--- config.mk ---
export PLATFORM = sky130hd
export DESIGN_NAME = orsc_run_stop_ctrl
export DESIGN_NICKNAME = d
export VERILOG_FILES = /design/src/hdl/orsc_pkg.sv /design/src/hdl/orsc_run_stop_ctrl.sv /design/src/hdl/orsc_stab_timer.sv
export VERILOG_INCLUDE_DIRS = /design/src /design/src/hdl
export SDC_FILE = /design/constraint.sdc
export NUM_CORES = 1
export LEC_CHECK = 0
export BUFFER_PORTS_ARGS = -buffer_cell sky130_fd_sc_hd__buf_2
export CELL_PAD_IN_SITES_DETAIL_PLACEMENT = 1
export CELL_PAD_IN_SITES_GLOBAL_PLACEMENT = 2
export CORE_AREA = 3 3 68 70
export DETAILED_ROUTE_END_ITERATION = 16
export DIE_AREA = 0 0 71 73
export PLACE_DENSITY = 0.88
export REMOVE_ABC_BUFFERS = 1
export SYNTH_ARGS = -nofsm -noshare
export SYNTH_HDL_FRONTEND = slang
export SYNTH_SLANG_ARGS = --single-unit
--- constraint.sdc ---
create_clock -name clk_i -period 2.7 [get_ports clk_i]
set_input_delay 0.135 -clock clk_i [delete_from_list [all_inputs] [get_ports clk_i]]
set_output_delay 0.135 -clock clk_i [all_outputs]
set_load 0.01 [all_outputs]
--- src/hdl/orsc_regs.svh ---
// Register offsets, field positions, reset values and timing for oscillator control
`ifndef ORSC_REGS_SVH
`define ORSC_REGS_SVH

`define ORSC_ADDR_W              16
`define ORSC_ADDR_INT_OSC_MODE   16'hFFA0
`define ORSC_ADDR_MAIN_OSC_CTRL  16'hFFA2

`define ORSC_BIT_HS_STABLE       7
`define ORSC_BIT_LS_HALT         1
`define ORSC_BIT_HS_HALT         0
`define ORSC_BIT_SRC_HALT        7

`define ORSC_RST_INT_OSC_MODE    8'h00
`define ORSC_SET_INT_OSC_MODE    8'h80
`define ORSC_RST_MAIN_OSC_CTRL   8'h80
`define ORSC_READ_UNMAPPED       8'h00

// Settling time of the internal high-speed oscillator, and clock period
`define ORSC_HS_SETTLE_NS        10000
`define ORSC_CLK_PERIOD_NS       4

`endif

--- src/hdl/orsc_pkg.sv ---
// Types shared by the oscillator run/stop control
package orsc_pkg;

	typedef enum logic [2:0] {
		ORSC_ST_HALTED  = 3'b001,
		ORSC_ST_SETTLE  = 3'b010,
		ORSC_ST_STABLE  = 3'b100
	} orsc_stab_state_t;

endpackage

--- src/hdl/orsc_run_stop_ctrl.sv ---
// Oscillator run/stop control registers and clock source enables
//
// Operation
// - The oscillator mode register reads 00H after reset and becomes 80H once the internal fast oscillator has settled.
// - Bit 7 of the oscillator mode register is a read-only flag showing whether the internal fast oscillator is stable.
// - Bit 1 of the oscillator mode register stops the internal slow oscillator when 1 and lets it run when 0.
// - Bit 0 of the oscillator mode register stops the internal fast oscillator when 1 and lets it run when 0.
// - With the source halt bit at 1 the crystal oscillator stops, or in external mode the clock input is blocked.
// - With the source halt bit at 0 the crystal oscillator runs, or in external mode the clock input is accepted.
// - Peripherals whose clock is stopped cease operating and need reinitialising after their clock returns.
// - Reset loads the main oscillator control register with 80H so the system clock source starts halted.
`timescale 1ns/1ps
`include "orsc_regs.svh"
module orsc_run_stop_ctrl
	import orsc_pkg::*;
#(
	parameter int SETTLE_NS = `ORSC_HS_SETTLE_NS
) (
	// Clock and reset
	input  wire logic                    clk_i,
	input  wire logic                    srst_i,
	// CPU register access
	input  wire logic [`ORSC_ADDR_W-1:0] cpu_addr_i,
	input  wire logic                    cpu_wr_i,
	input  wire logic                    cpu_rd_i,
	input  wire logic [7:0]              cpu_wdata_i,
	output logic      [7:0]              cpu_rdata_o,
	// Oscillator pin mode: 1 when an external clock drives the pins
	input  wire logic                    ext_clk_mode_i,
	// Oscillator controls
	output logic                         hs_internal_osc_halt_o,
	output logic                         low_speed_osc_halt_o,
	output logic                         crystal_oscillator_halt_o,
	output logic                         external_clock_input_en_o,
	output logic                         hs_osc_stable_flag_o,
	// Peripheral clock enables
	output logic                         hs_int_periph_clk_en_o,
	output logic                         hs_sys_periph_clk_en_o
);

	localparam int SETTLE_CYC = (SETTLE_NS + `ORSC_CLK_PERIOD_NS - 1) / `ORSC_CLK_PERIOD_NS;
	localparam int SETTLE_W   = $clog2(SETTLE_CYC + 1);
	localparam logic [7:0] CTRL_RST = `ORSC_RST_MAIN_OSC_CTRL;

	logic       hs_internal_osc_halt;
	logic       low_speed_osc_halt;
	logic       system_clock_source_halt;
	logic       hs_osc_stable_flag;
	logic [7:0] internal_osc_mode;
	logic [7:0] main_osc_control;
	logic       wr_int_osc_mode;
	logic       wr_main_osc_ctrl;

	assign wr_int_osc_mode  = cpu_wr_i && (cpu_addr_i == `ORSC_ADDR_INT_OSC_MODE);
	assign wr_main_osc_ctrl = cpu_wr_i && (cpu_addr_i == `ORSC_ADDR_MAIN_OSC_CTRL);

	// Stop bits of the internal oscillators
	always_ff @(posedge clk_i) begin
		if (srst_i) begin
			hs_internal_osc_halt <= 1'b0;
			low_speed_osc_halt   <= 1'b0;
		end else if (wr_int_osc_mode) begin
			low_speed_osc_halt   <= cpu_wdata_i[`ORSC_BIT_LS_HALT];
			hs_internal_osc_halt <= cpu_wdata_i[`ORSC_BIT_HS_HALT];
		end
	end

	// System clock source halt, starts halted
	always_ff @(posedge clk_i) begin
		if (srst_i) begin
			system_clock_source_halt <= CTRL_RST[`ORSC_BIT_SRC_HALT];
		end else if (wr_main_osc_ctrl) begin
			system_clock_source_halt <= cpu_wdata_i[`ORSC_BIT_SRC_HALT];
		end
	end

	// Status is owned by the timer; CPU writes to bit 7 have no path here
	orsc_stab_timer #(
		.CNT_W      (SETTLE_W),
		.SETTLE_CYC (SETTLE_CYC)
	) u_stab (
		.clk_i     (clk_i),
		.srst_i    (srst_i),
		.osc_run_i (!hs_internal_osc_halt),
		.stable_o  (hs_osc_stable_flag)
	);

	// Unused bit positions are tied to zero
	always_comb begin
		internal_osc_mode = 8'h00;
		internal_osc_mode[`ORSC_BIT_HS_STABLE] = hs_osc_stable_flag;
		internal_osc_mode[`ORSC_BIT_LS_HALT]   = low_speed_osc_halt;
		internal_osc_mode[`ORSC_BIT_HS_HALT]   = hs_internal_osc_halt;
		main_osc_control = 8'h00;
		main_osc_control[`ORSC_BIT_SRC_HALT]   = system_clock_source_halt;
	end

	// Read data one cycle after the strobe; held otherwise
	always_ff @(posedge clk_i) begin
		if (srst_i) begin
			cpu_rdata_o <= `ORSC_READ_UNMAPPED;
		end else if (cpu_rd_i) begin
			case (cpu_addr_i)
				`ORSC_ADDR_INT_OSC_MODE:  cpu_rdata_o <= internal_osc_mode;
				`ORSC_ADDR_MAIN_OSC_CTRL: cpu_rdata_o <= main_osc_control;
				default:                  cpu_rdata_o <= `ORSC_READ_UNMAPPED;
			endcase
		end
	end

	// Oscillator controls, registered so the analog side sees clean levels
	always_ff @(posedge clk_i) begin
		if (srst_i) begin
			hs_internal_osc_halt_o    <= 1'b0;
			low_speed_osc_halt_o      <= 1'b0;
			crystal_oscillator_halt_o <= 1'b1;
			external_clock_input_en_o <= 1'b0;
			hs_osc_stable_flag_o      <= 1'b0;
		end else begin
			hs_internal_osc_halt_o    <= hs_internal_osc_halt;
			low_speed_osc_halt_o      <= low_speed_osc_halt;
			crystal_oscillator_halt_o <= system_clock_source_halt || ext_clk_mode_i;
			external_clock_input_en_o <= !system_clock_source_halt && ext_clk_mode_i;
			hs_osc_stable_flag_o      <= hs_osc_stable_flag;
		end
	end

	// Fast-clock peripherals are held idle while unsettled or stopped, system-clock peripherals while the source is halted
	always_ff @(posedge clk_i) begin
		if (srst_i) begin
			hs_int_periph_clk_en_o <= 1'b0;
			hs_sys_periph_clk_en_o <= 1'b0;
		end else begin
			hs_int_periph_clk_en_o <= hs_osc_stable_flag && !hs_internal_osc_halt;
			hs_sys_periph_clk_en_o <= !system_clock_source_halt;
		end
	end

	// Helper: cycles the fast oscillator has run without a stop
	logic [SETTLE_W-1:0] run_cnt;
	always_ff @(posedge clk_i) begin
		if (srst_i || hs_internal_osc_halt) begin
			run_cnt <= '0;
		end else if (run_cnt != SETTLE_W'(SETTLE_CYC)) begin
			run_cnt <= run_cnt + SETTLE_W'(1);
		end
	end
endmodule // orsc_run_stop_ctrl

--- src/hdl/orsc_stab_timer.sv ---
// Stabilisation timer for the internal high-speed oscillator
`timescale 1ns/1ps
module orsc_stab_timer
	import orsc_pkg::*;
#(
	parameter int CNT_W       = 12,
	parameter int SETTLE_CYC  = 2500
) (
	// Clock and reset
	input  wire logic clk_i,
	input  wire logic srst_i,
	// Oscillator state
	input  wire logic osc_run_i,
	output logic      stable_o
);

	localparam logic [CNT_W-1:0] LAST = CNT_W'(SETTLE_CYC - 1);

	orsc_stab_state_t state;
	logic [CNT_W-1:0] count;

	always_ff @(posedge clk_i) begin
		if (srst_i) begin
			state <= ORSC_ST_SETTLE;
		end else begin
			case (state)
				ORSC_ST_HALTED: begin
					if (osc_run_i && count == LAST) begin
						state <= ORSC_ST_STABLE;
					end else if (osc_run_i) begin
						state <= ORSC_ST_SETTLE;
					end
				end
				ORSC_ST_SETTLE: begin
					if (!osc_run_i) begin
						state <= ORSC_ST_HALTED;
					end else if (count == LAST) begin
						state <= ORSC_ST_STABLE;
					end
				end
				ORSC_ST_STABLE: begin
					if (!osc_run_i) begin
						state <= ORSC_ST_HALTED;
					end
				end
				default: begin
					state <= ORSC_ST_HALTED;
				end
			endcase
		end
	end

	// Count every running cycle from the restart, so a halt costs a full settle
	always_ff @(posedge clk_i) begin
		if (srst_i || state == ORSC_ST_STABLE || !osc_run_i) begin
			count <= '0;
		end else begin
			count <= count + CNT_W'(1);
		end
	end

	// Status drops in the same cycle the stop bit is set
	assign stable_o = (state == ORSC_ST_STABLE) && osc_run_i;

endmodule // orsc_stab_timer

==> results of run 1 <==
## cell usage in the layout (no fill, tap or decap)
cell type / synthesis / layout
a21oi_1: 6 / 6
a31o_1: 1 / 1
a31oi_1: 1 / 1
and2_1: 1 / 1
and3_1: 1 / 1
and4_1: 1 / 1
and4b_1: 1 / 1
buf_2: 0 / 33
clkbuf_1: 3 / 1
clkbuf_8: 0 / 3
conb_1: 1 / 5
dfxtp_1: 27 / 27
ha_1: 1 / 1
inv_1: 2 / 2
mux2_1: 2 / 2
mux2i_1: 1 / 1
nand2_1: 5 / 5
nand2_2: 1 / 1
nand2b_1: 3 / 3
nand3_1: 9 / 9
nand4_1: 4 / 4
nand4b_1: 1 / 1
nand4b_2: 1 / 1
nor2_1: 15 / 15
nor2b_1: 3 / 3
nor3_1: 4 / 4
nor3b_1: 1 / 1
nor4_1: 1 / 1
nor4_4: 1 / 1
nor4b_1: 1 / 1
o21ai_0: 3 / 3
o31ai_1: 1 / 1
or3_1: 4 / 4
or3b_1: 1 / 1
or4_4: 1 / 1
xnor2_1: 4 / 4
xor2_1: 5 / 5
## per-stage QoR
| step | instance area, um^2 | power, mW | setup slack, ns | util (%) | hold slack (ns) |
|---|---|---|---|---|---|
| after floorplan | 1110 | 0.475 | 1.19 | - | 0.204 |
| after global placement | 1340 | 0.503 | 1.01 | 33.2 | 0.332 |
| after detailed placement | 1340 | 0.508 | 0.982 | 33.2 | 0.349 |
| after CTS | 1380 | 0.736 | 1.22 | 34.3 | 0.0587 |
| after global routing | 1380 | 0.762 | 1.11 | 34.3 | 0.0673 |
| final | 1380 | 0.719 | 1.26 | 34.3 | 0.0648 |
## routing by layer
layer | wire, um | up-vias | GRT usage, %
met3 | 253 | 4 | 2.48
li1 | - | 486 | -
met2 | 1290 | 37 | 19.8
met5 | 0 | - | 0
met4 | 25 | 0 | 3.76
met1 | 977 | 462 | 11.7
## cell usage after synthesis (all sizes together) (2+ instances only)
cell    count
dfxtp      27
nor2       15
nand3       9
a21oi       6
buf         6
nand2       6
xor2        5
nand4       4
nor3        4
or3         4
xnor2       4
clkbuf      3
nand2b      3
nor2b       3
o21ai       3
inv         2
mux2        2
nand4b      2
nor4        2
## worst min path at each step
stage	from	endpoint	slack, ns
after floorplan	srst_i	cpu_rdata_o[0]$_SDFFE_PP0P_	0.20
after detailed placement	ext_clk_mode_i	crystal_oscillator_halt_o$_SDFF_PP1_	0.35
after CTS	ext_clk_mode_i	crystal_oscillator_halt_o$_SDFF_PP1_	0.06
after global routing	ext_clk_mode_i	crystal_oscillator_halt_o$_SDFF_PP1_	0.07
after global placement	ext_clk_mode_i	crystal_oscillator_halt_o$_SDFF_PP1_	0.33
final	ext_clk_mode_i	crystal_oscillator_halt_o$_SDFF_PP1_	0.06
## kinds of logic after synthesis
| kind of cell | Yosys count |
|---|---|
| adders and majority gates | 1 |
| muxes | 3 |
| DFF | 27 |
| and+or+nand+nor | 60 |
| buffers and inverters | 11 |
| xor gates and xnor gates | 9 |
| other | 1 |
| AOI/OAI and AO/OA | 12 |
## layout make-up
class                           count  area, um^2  share of cell area [%]
Tap cell                           50        62.6                    4.52
Timing Repair Buffer               33         165                    11.9
Inverter                            2        7.51                   0.542
Multi-Input combinational cell     90         563                    40.7
Clock buffer                        4        45.0                    3.25
Sequential cell                    27         541                    39.1
## power by group
part | internal (mW) | switching, mW | leakage [nW]
clock network | 0.106 | 0.116 | 0.0228
registers | 0.412 | 0.0128 | 0.218
logic | 0.0354 | 0.0367 | 0.330
total | 0.553 | 0.165 | 0.570
## registers in the layout, indices dropped and copies added (netlist names)
name and flops:
crystal_oscillator_halt_o 1, external_clock_input_en_o 1, hs_internal_osc_halt 1, low_speed_osc_halt 1, hs_osc_stable_flag_o 1, low_speed_osc_halt_o 1, hs_sys_periph_clk_en_o 1, cpu_rdata_o 3
hs_internal_osc_halt_o 1, u_stab.count 12, system_clock_source_halt 1, u_stab.state 3
## critical path, delay by kind of cell, from the launching register on
kind / cells / cell delay (ns)
flops: 1 / 0.38
compound gates: 1 / 0.21
simple gates: 3 / 0.54
fa+ha+maj: 1 / 0.22
==> out/metrics.csv, run 1 <==
stage;metric;value;unit
grt;vias in the first global route;1037;
worst_setup_path;Setup crit end;u_stab.state[1]$_SDFFE_PP1P_;
worst_setup_path;Critical Path Fanout Max;4;
die;die area;0.00518;mm^2
logic_synthesis;xor and xnor area share after synthesis;6.84;%
finish;share of layout cells above drive strength 1;25.6;%
placement;I/O Buffers;33;
grt;global-route wire length before repair;4.49;mm
worst_setup_path;CP startpoint kind;flip-flop;
worst_setup_path;RR Startpoint;u_stab.count[0]$_SDFF_PP0_;
clock_network;CTS Root Cell;clkbuf_8;
logic_synthesis;Primary FF master, synth;dfxtp_1;
timing;final setup fails;0;
clock_network;Num Clock Sinks;27;
drt;WL per Instance;12.4;um
timing;Max Slew Vio Count;0;
logic_synthesis;sequential area share after synthesis;46.9;%
logic_synthesis;Adder-Cell Fraction of Synth Area;1.09;%
clock_network;Setup Fix Bufs, Post-CTS;0;
timing;Setup Skew;0.00462;ns
finish;Area Growth Syn to Fin;20.1;%
drt;starting DRC count in detailed routing;14;
grt;largest net degree at the start of global routing;16;
flow_run;Max Cap Viol;0;
logic_synthesis;mux share of post-synthesis cell area;2.82;%
worst_setup_path;Worst Path Required;2.87;ns
die;Rows;23;
worst_setup_path;CP Cell Sequence;ha_1, nor4b_1, and4b_1, nand2_1, a31o_1;
die;die height;73;um
timing;Final Cycle Share;53.2;%
clock_network;TritonCTS buffer count;3;
grt;antenna violations before repair;0;
worst_setup_path;crit path from;u_stab.count[0]$_SDFF_PP0_;
drt;via count;989;
placement;global placer's final weighted congestion;0.809;
worst_setup_path;critical path's slowest cell;dfxtp_1;
placement;dpl cells;202;
drt;DRT Wirelength;2.55;mm
timing;setup TNS;0;ns
logic_synthesis;count of cell types in the netlist;36;
clock_network;Worst-Skew Late Latency;0.27;ns
drt;Via density;4.80;
logic_synthesis;Post-Syn Instances;124;
pwr;maximum VDD drop;0.184;mV
logic_synthesis;post-synthesis register bit count;27;
pwr;static leakage;0.570;nW
worst_setup_path;RR Endpoint;u_stab.state[1]$_SDFFE_PP1P_;
logic_synthesis;asr flop ratio synth;0;%
timing;Final min period;1.44;ns
pwr;PD cells;519;mW/mm^2
run_status;status;completed;
die;core box area;0.00403;mm^2
drt;Detail Route Antenna Nets;0;
logic_synthesis;Synth area leader;dfxtp_1;
worst_setup_path;Critical Path Max Stage Delay;0.38;ns
grt;GRT Util Overall;10.6;%
clock_network;hold buffer count at cts;0;
worst_setup_path;r2r setup slk;1.26;ns
finish;Final #Nets;187;
die;number of I/O pins;44;
logic_synthesis;post-synthesis simple-gate area fraction;30.6;%
logic_synthesis;Post-synth EDFFs;0;
logic_synthesis;yosys warns;0;
timing;fmax;696;MHz
grt;gr ovfl total;0;
worst_setup_path;Crit. End Element;flip-flop;
min_path;Min-Delay Path Class;in2reg;
clock_network;Resize count post-CTS;0;
drt;TritonRoute pass-1 iters;2;
min_path;Hold Path Stages;2;
worst_setup_path;reg2reg path depth;5;
logic_synthesis;Compound-Gate Fraction of Synth Area;5.86;%
placement;detailed placement HPWL;2.10;mm
clock_network;CTS HTree Levels;1;
finish;non-filler cells, final;206;
finish;fillers;496;
finish;n_diodes;0;
timing;RSZ-0062 raised after global routing;no;
timing;Fin. Hold Viols;0;
clock_network;CTS tree;built;
clock_network;clock-pin transition on the worst setup and hold timing paths;0.09;ns
logic_synthesis;top post-synthesis cells by area;dfxtp_1 47%, nor2_1 4.9%, nand3_1 3.9%;
logic_synthesis;largest family of logic cells by synthesized area;simple AND/OR/NAND/NOR gates;
worst_setup_path;crit path kind;reg2reg;
die;Initial Utilization;28.6;%
die;die outline width;71;um
clock_network;Max Buffers Root-to-Sink;2;
logic_synthesis;Post-Syn Area;0.00115;mm^2
worst_setup_path;crit path DAT;1.60;ns
drt;DRC Markers;0;
logic_synthesis;area share of the largest cell type after synthesis;46.9;%
logic_synthesis;syn avg cell area;9.29;um^2
Power figures use the tool's default switching activity.
==> inputs of run 2 (changes only) <==
- CORE_AREA: 3 3 68 70 -> 3 3 70 72
- DIE_AREA: 0 0 71 73 -> 0 0 73 75
- PLACE_DENSITY: 0.88 -> 0.84
- clock period: 2.7 -> 1.41 ns (I/O delays scaled with it)
==> run 2 against run 1 <==
  * Combinational power grew 110%
  * Global-route usage about the same
  * Sequential cell count unchanged
  * First-iteration DRC count rose by 86%
  * Critical path depth did not move
  * Maximum frequency increased by 7.9%
  * Clock power rose by 89%
  * Utilization increased by 0.077 points
  * Routed wire length increased by 6.9%
  * Power rose by 93%
  * Sequential power rose by 92%
  * Count of clock-buffer cells in the layout stayed put
  * Critical endpoint unchanged
  * Highest routed layer unchanged
==> out/metrics.csv, run 2 (synthesis results as in run 1) <==
stage;metric;value;unit
worst_setup_path;crit path kind;reg2reg;
flow_run;Max Cap Viol;0;
timing;fmax;750;MHz
drt;DRC Markers;0;
clock_network;Worst-Skew Late Latency;0.26;ns
timing;Fin. Hold Viols;0;
die;Rows;24;
worst_setup_path;CP delay by family, top;simple AND/OR/NAND/NOR gates;
finish;share of layout cells above drive strength 1;35.5;%
clock_network;Max Buffers Root-to-Sink;2;
finish;Regs by FF count;u_stab.count: 12 flops, cpu_rdata_o: 3 flops, u_stab.state: 3 flops;
clock_network;Num Clock Sinks;27;
pwr;maximum VDD drop;0.327;mV
placement;I/O Buffers;33;
worst_setup_path;critical path's slowest cell;dfxtp_1;
run_status;status;completed;
finish;max reg flops;12;
placement;global placer's final weighted congestion;0.729;
timing;RSZ-0062 raised after global routing;yes;
die;number of I/O pins;44;
clock_network;Setup Fix Bufs, Post-CTS;0;
drt;Detail Route Antenna Nets;0;
pwr;PD cells;926;mW/mm^2
worst_setup_path;Worst Path Required;1.57;ns
worst_setup_path;CP Cell Sequence;ha_2, nor4b_4, and4b_1, nand2_1, a31o_1;
finish;most frequent cells in the layout;33 x buf_2, 24 x dfxtp_1, 15 x nor2_1;
finish;most common cell after layout, fill and taps aside;buf_2;
min_path;Min-Delay Path Class;in2reg;
timing;final setup fails;0;
grt;GRT Util Overall;10.5;%
clock_network;CTS Root Cell;clkbuf_8;
grt;antenna violations before repair;0;
grt;vias in the first global route;1081;
pwr;static leakage;0.627;nW
die;core box area;0.00435;mm^2
worst_setup_path;Critical Path Fanout Max;3;
drt;starting DRC count in detailed routing;26;
finish;n_diodes;0;
clock_network;CTS HTree Levels;1;
clock_network;CTS tree;built;
pwr;clock share of power;30.1;%
die;die outline width;73;um
grt;gr ovfl total;0;
clock_network;TritonCTS buffer count;3;
grt;largest net degree at the start of global routing;15;
worst_setup_path;Crit. End Element;flip-flop;
placement;dpl cells;214;
finish;Reg with most FFs;u_stab.count;
worst_setup_path;Critical Path Max Stage Delay;0.35;ns
timing;Final min period;1.33;ns
drt;WL per Instance;12.5;um
timing;Setup Skew;0.00203;ns
worst_setup_path;worst path bufs/invs;0;
drt;DRT Wirelength;2.72;mm
pwr;part of the power in registers;58.7;%
clock_network;hold buffer count at cts;0;
pwr;Int Power;1.07;mW
pwr;NetSw;0.318;mW
worst_setup_path;crit path DAT;1.49;ns
finish;non-filler cells, final;218;
die;Initial Utilization;26.5;%
die;die area;0.00548;mm^2
drt;TritonRoute pass-1 iters;3;
min_path;Hold Path Stages;2;
die;die height;75;um
finish;Final #Nets;197;
worst_setup_path;reg2reg path depth;5;
grt;global-route wire length before repair;4.57;mm
clock_network;clock-pin transition on the worst setup and hold timing paths;0.09;ns
worst_setup_path;CP startpoint kind;flip-flop;
pwr;combinational share of power;11.2;%
timing;final setup margin;0.0773;ns
finish;Area Growth Syn to Fin;30.1;%
drt;Via density;4.73;
timing;Max Slew Vio Count;0;
drt;via count;1031;
placement;pre-CTS WS;-0.195;ns
timing;Final Cycle Share;94.5;%
worst_setup_path;Crit path depth;5;
placement;detailed placement HPWL;2.29;mm
pwr;Sw Ratio;22.9;%
## run 2: changes by cell type in the layout (fill, tap and decap cells not counted), sizes merged
cell	change
buf	+10
## run 2: worst reg2reg max path: cells and delay by family, from the launching register on
| family | cells | cell delay [ns] |
|---|---|---|
| AO/OA/AOI/OAI | 1 | 0.19 |
| adder cells (fa/ha/maj) | 1 | 0.20 |
| flip-flops | 1 | 0.35 |
| AND/OR/NAND/NOR | 3 | 0.49 |
## run 2: layout make-up
class | count | area (um^2)
fillers | 517 | 2860
repair buffers | 43 | 240
well taps | 52 | 65.1
inverters | 2 | 7.51
multi-input cells | 90 | 597
flip-flops and latches | 27 | 544
clock buffers | 4 | 45.0
## run 2: through the flow
stage               instance area, um^2  hold WS (ns)  utilization [%]  power [mW]  setup TNS [ns]
finish                             1500        0.0320             34.4        1.39               0
global route                       1500        0.0133             34.4        1.48         -0.0243
detailed placement                 1420         0.304             32.5       0.985          -0.793
CTS                                1470        0.0251             33.7        1.41               0
floorplan                          1110         0.140                -       0.909         -0.0715
global placement                   1420         0.268             32.5       0.970          -0.608
## run 2: power by group through the flow
stage                     Sequential, mW  Clock (mW)  Combinational, mW
after floorplan                    0.826           0             0.0832
after global placement             0.828           0              0.142
after CTS                          0.814       0.439              0.154
final                              0.815       0.418              0.155
after detailed placement           0.832           0              0.153
after global routing               0.823       0.479              0.174
## run 2: worst paths after layout
path / startpoint / endpoint / slack (ns)
worst max register to register: u_stab.count[0]$_SDFF_PP0_ / u_stab.state[1]$_SDFFE_PP1P_ / 0.08
worst max-delay path: u_stab.count[0]$_SDFF_PP0_ / u_stab.state[1]$_SDFFE_PP1P_ / 0.08
worst min-delay path: ext_clk_mode_i / external_clock_input_en_o$_SDFF_PP0_ / 0.03
worst min register to register: cpu_rdata_o[0]$_SDFFE_PP0P_ / cpu_rdata_o[0]$_SDFFE_PP0P_ / 0.47
## run 2: what timing repair did
item | 4_1_cts | 5_1_grt
setup endpoints to repair | 1 | 13
pin swaps | 0 | 1
resized for setup | 1 | 9
## run 2: metal layers
metal	routed length, um	global-route usage, %	share of wire [%]
met5	0	0	0
met4	11	3.07	0.40
met3	254	2.67	9.3
met2	1440	20.9	53
met1	1020	10.8	37
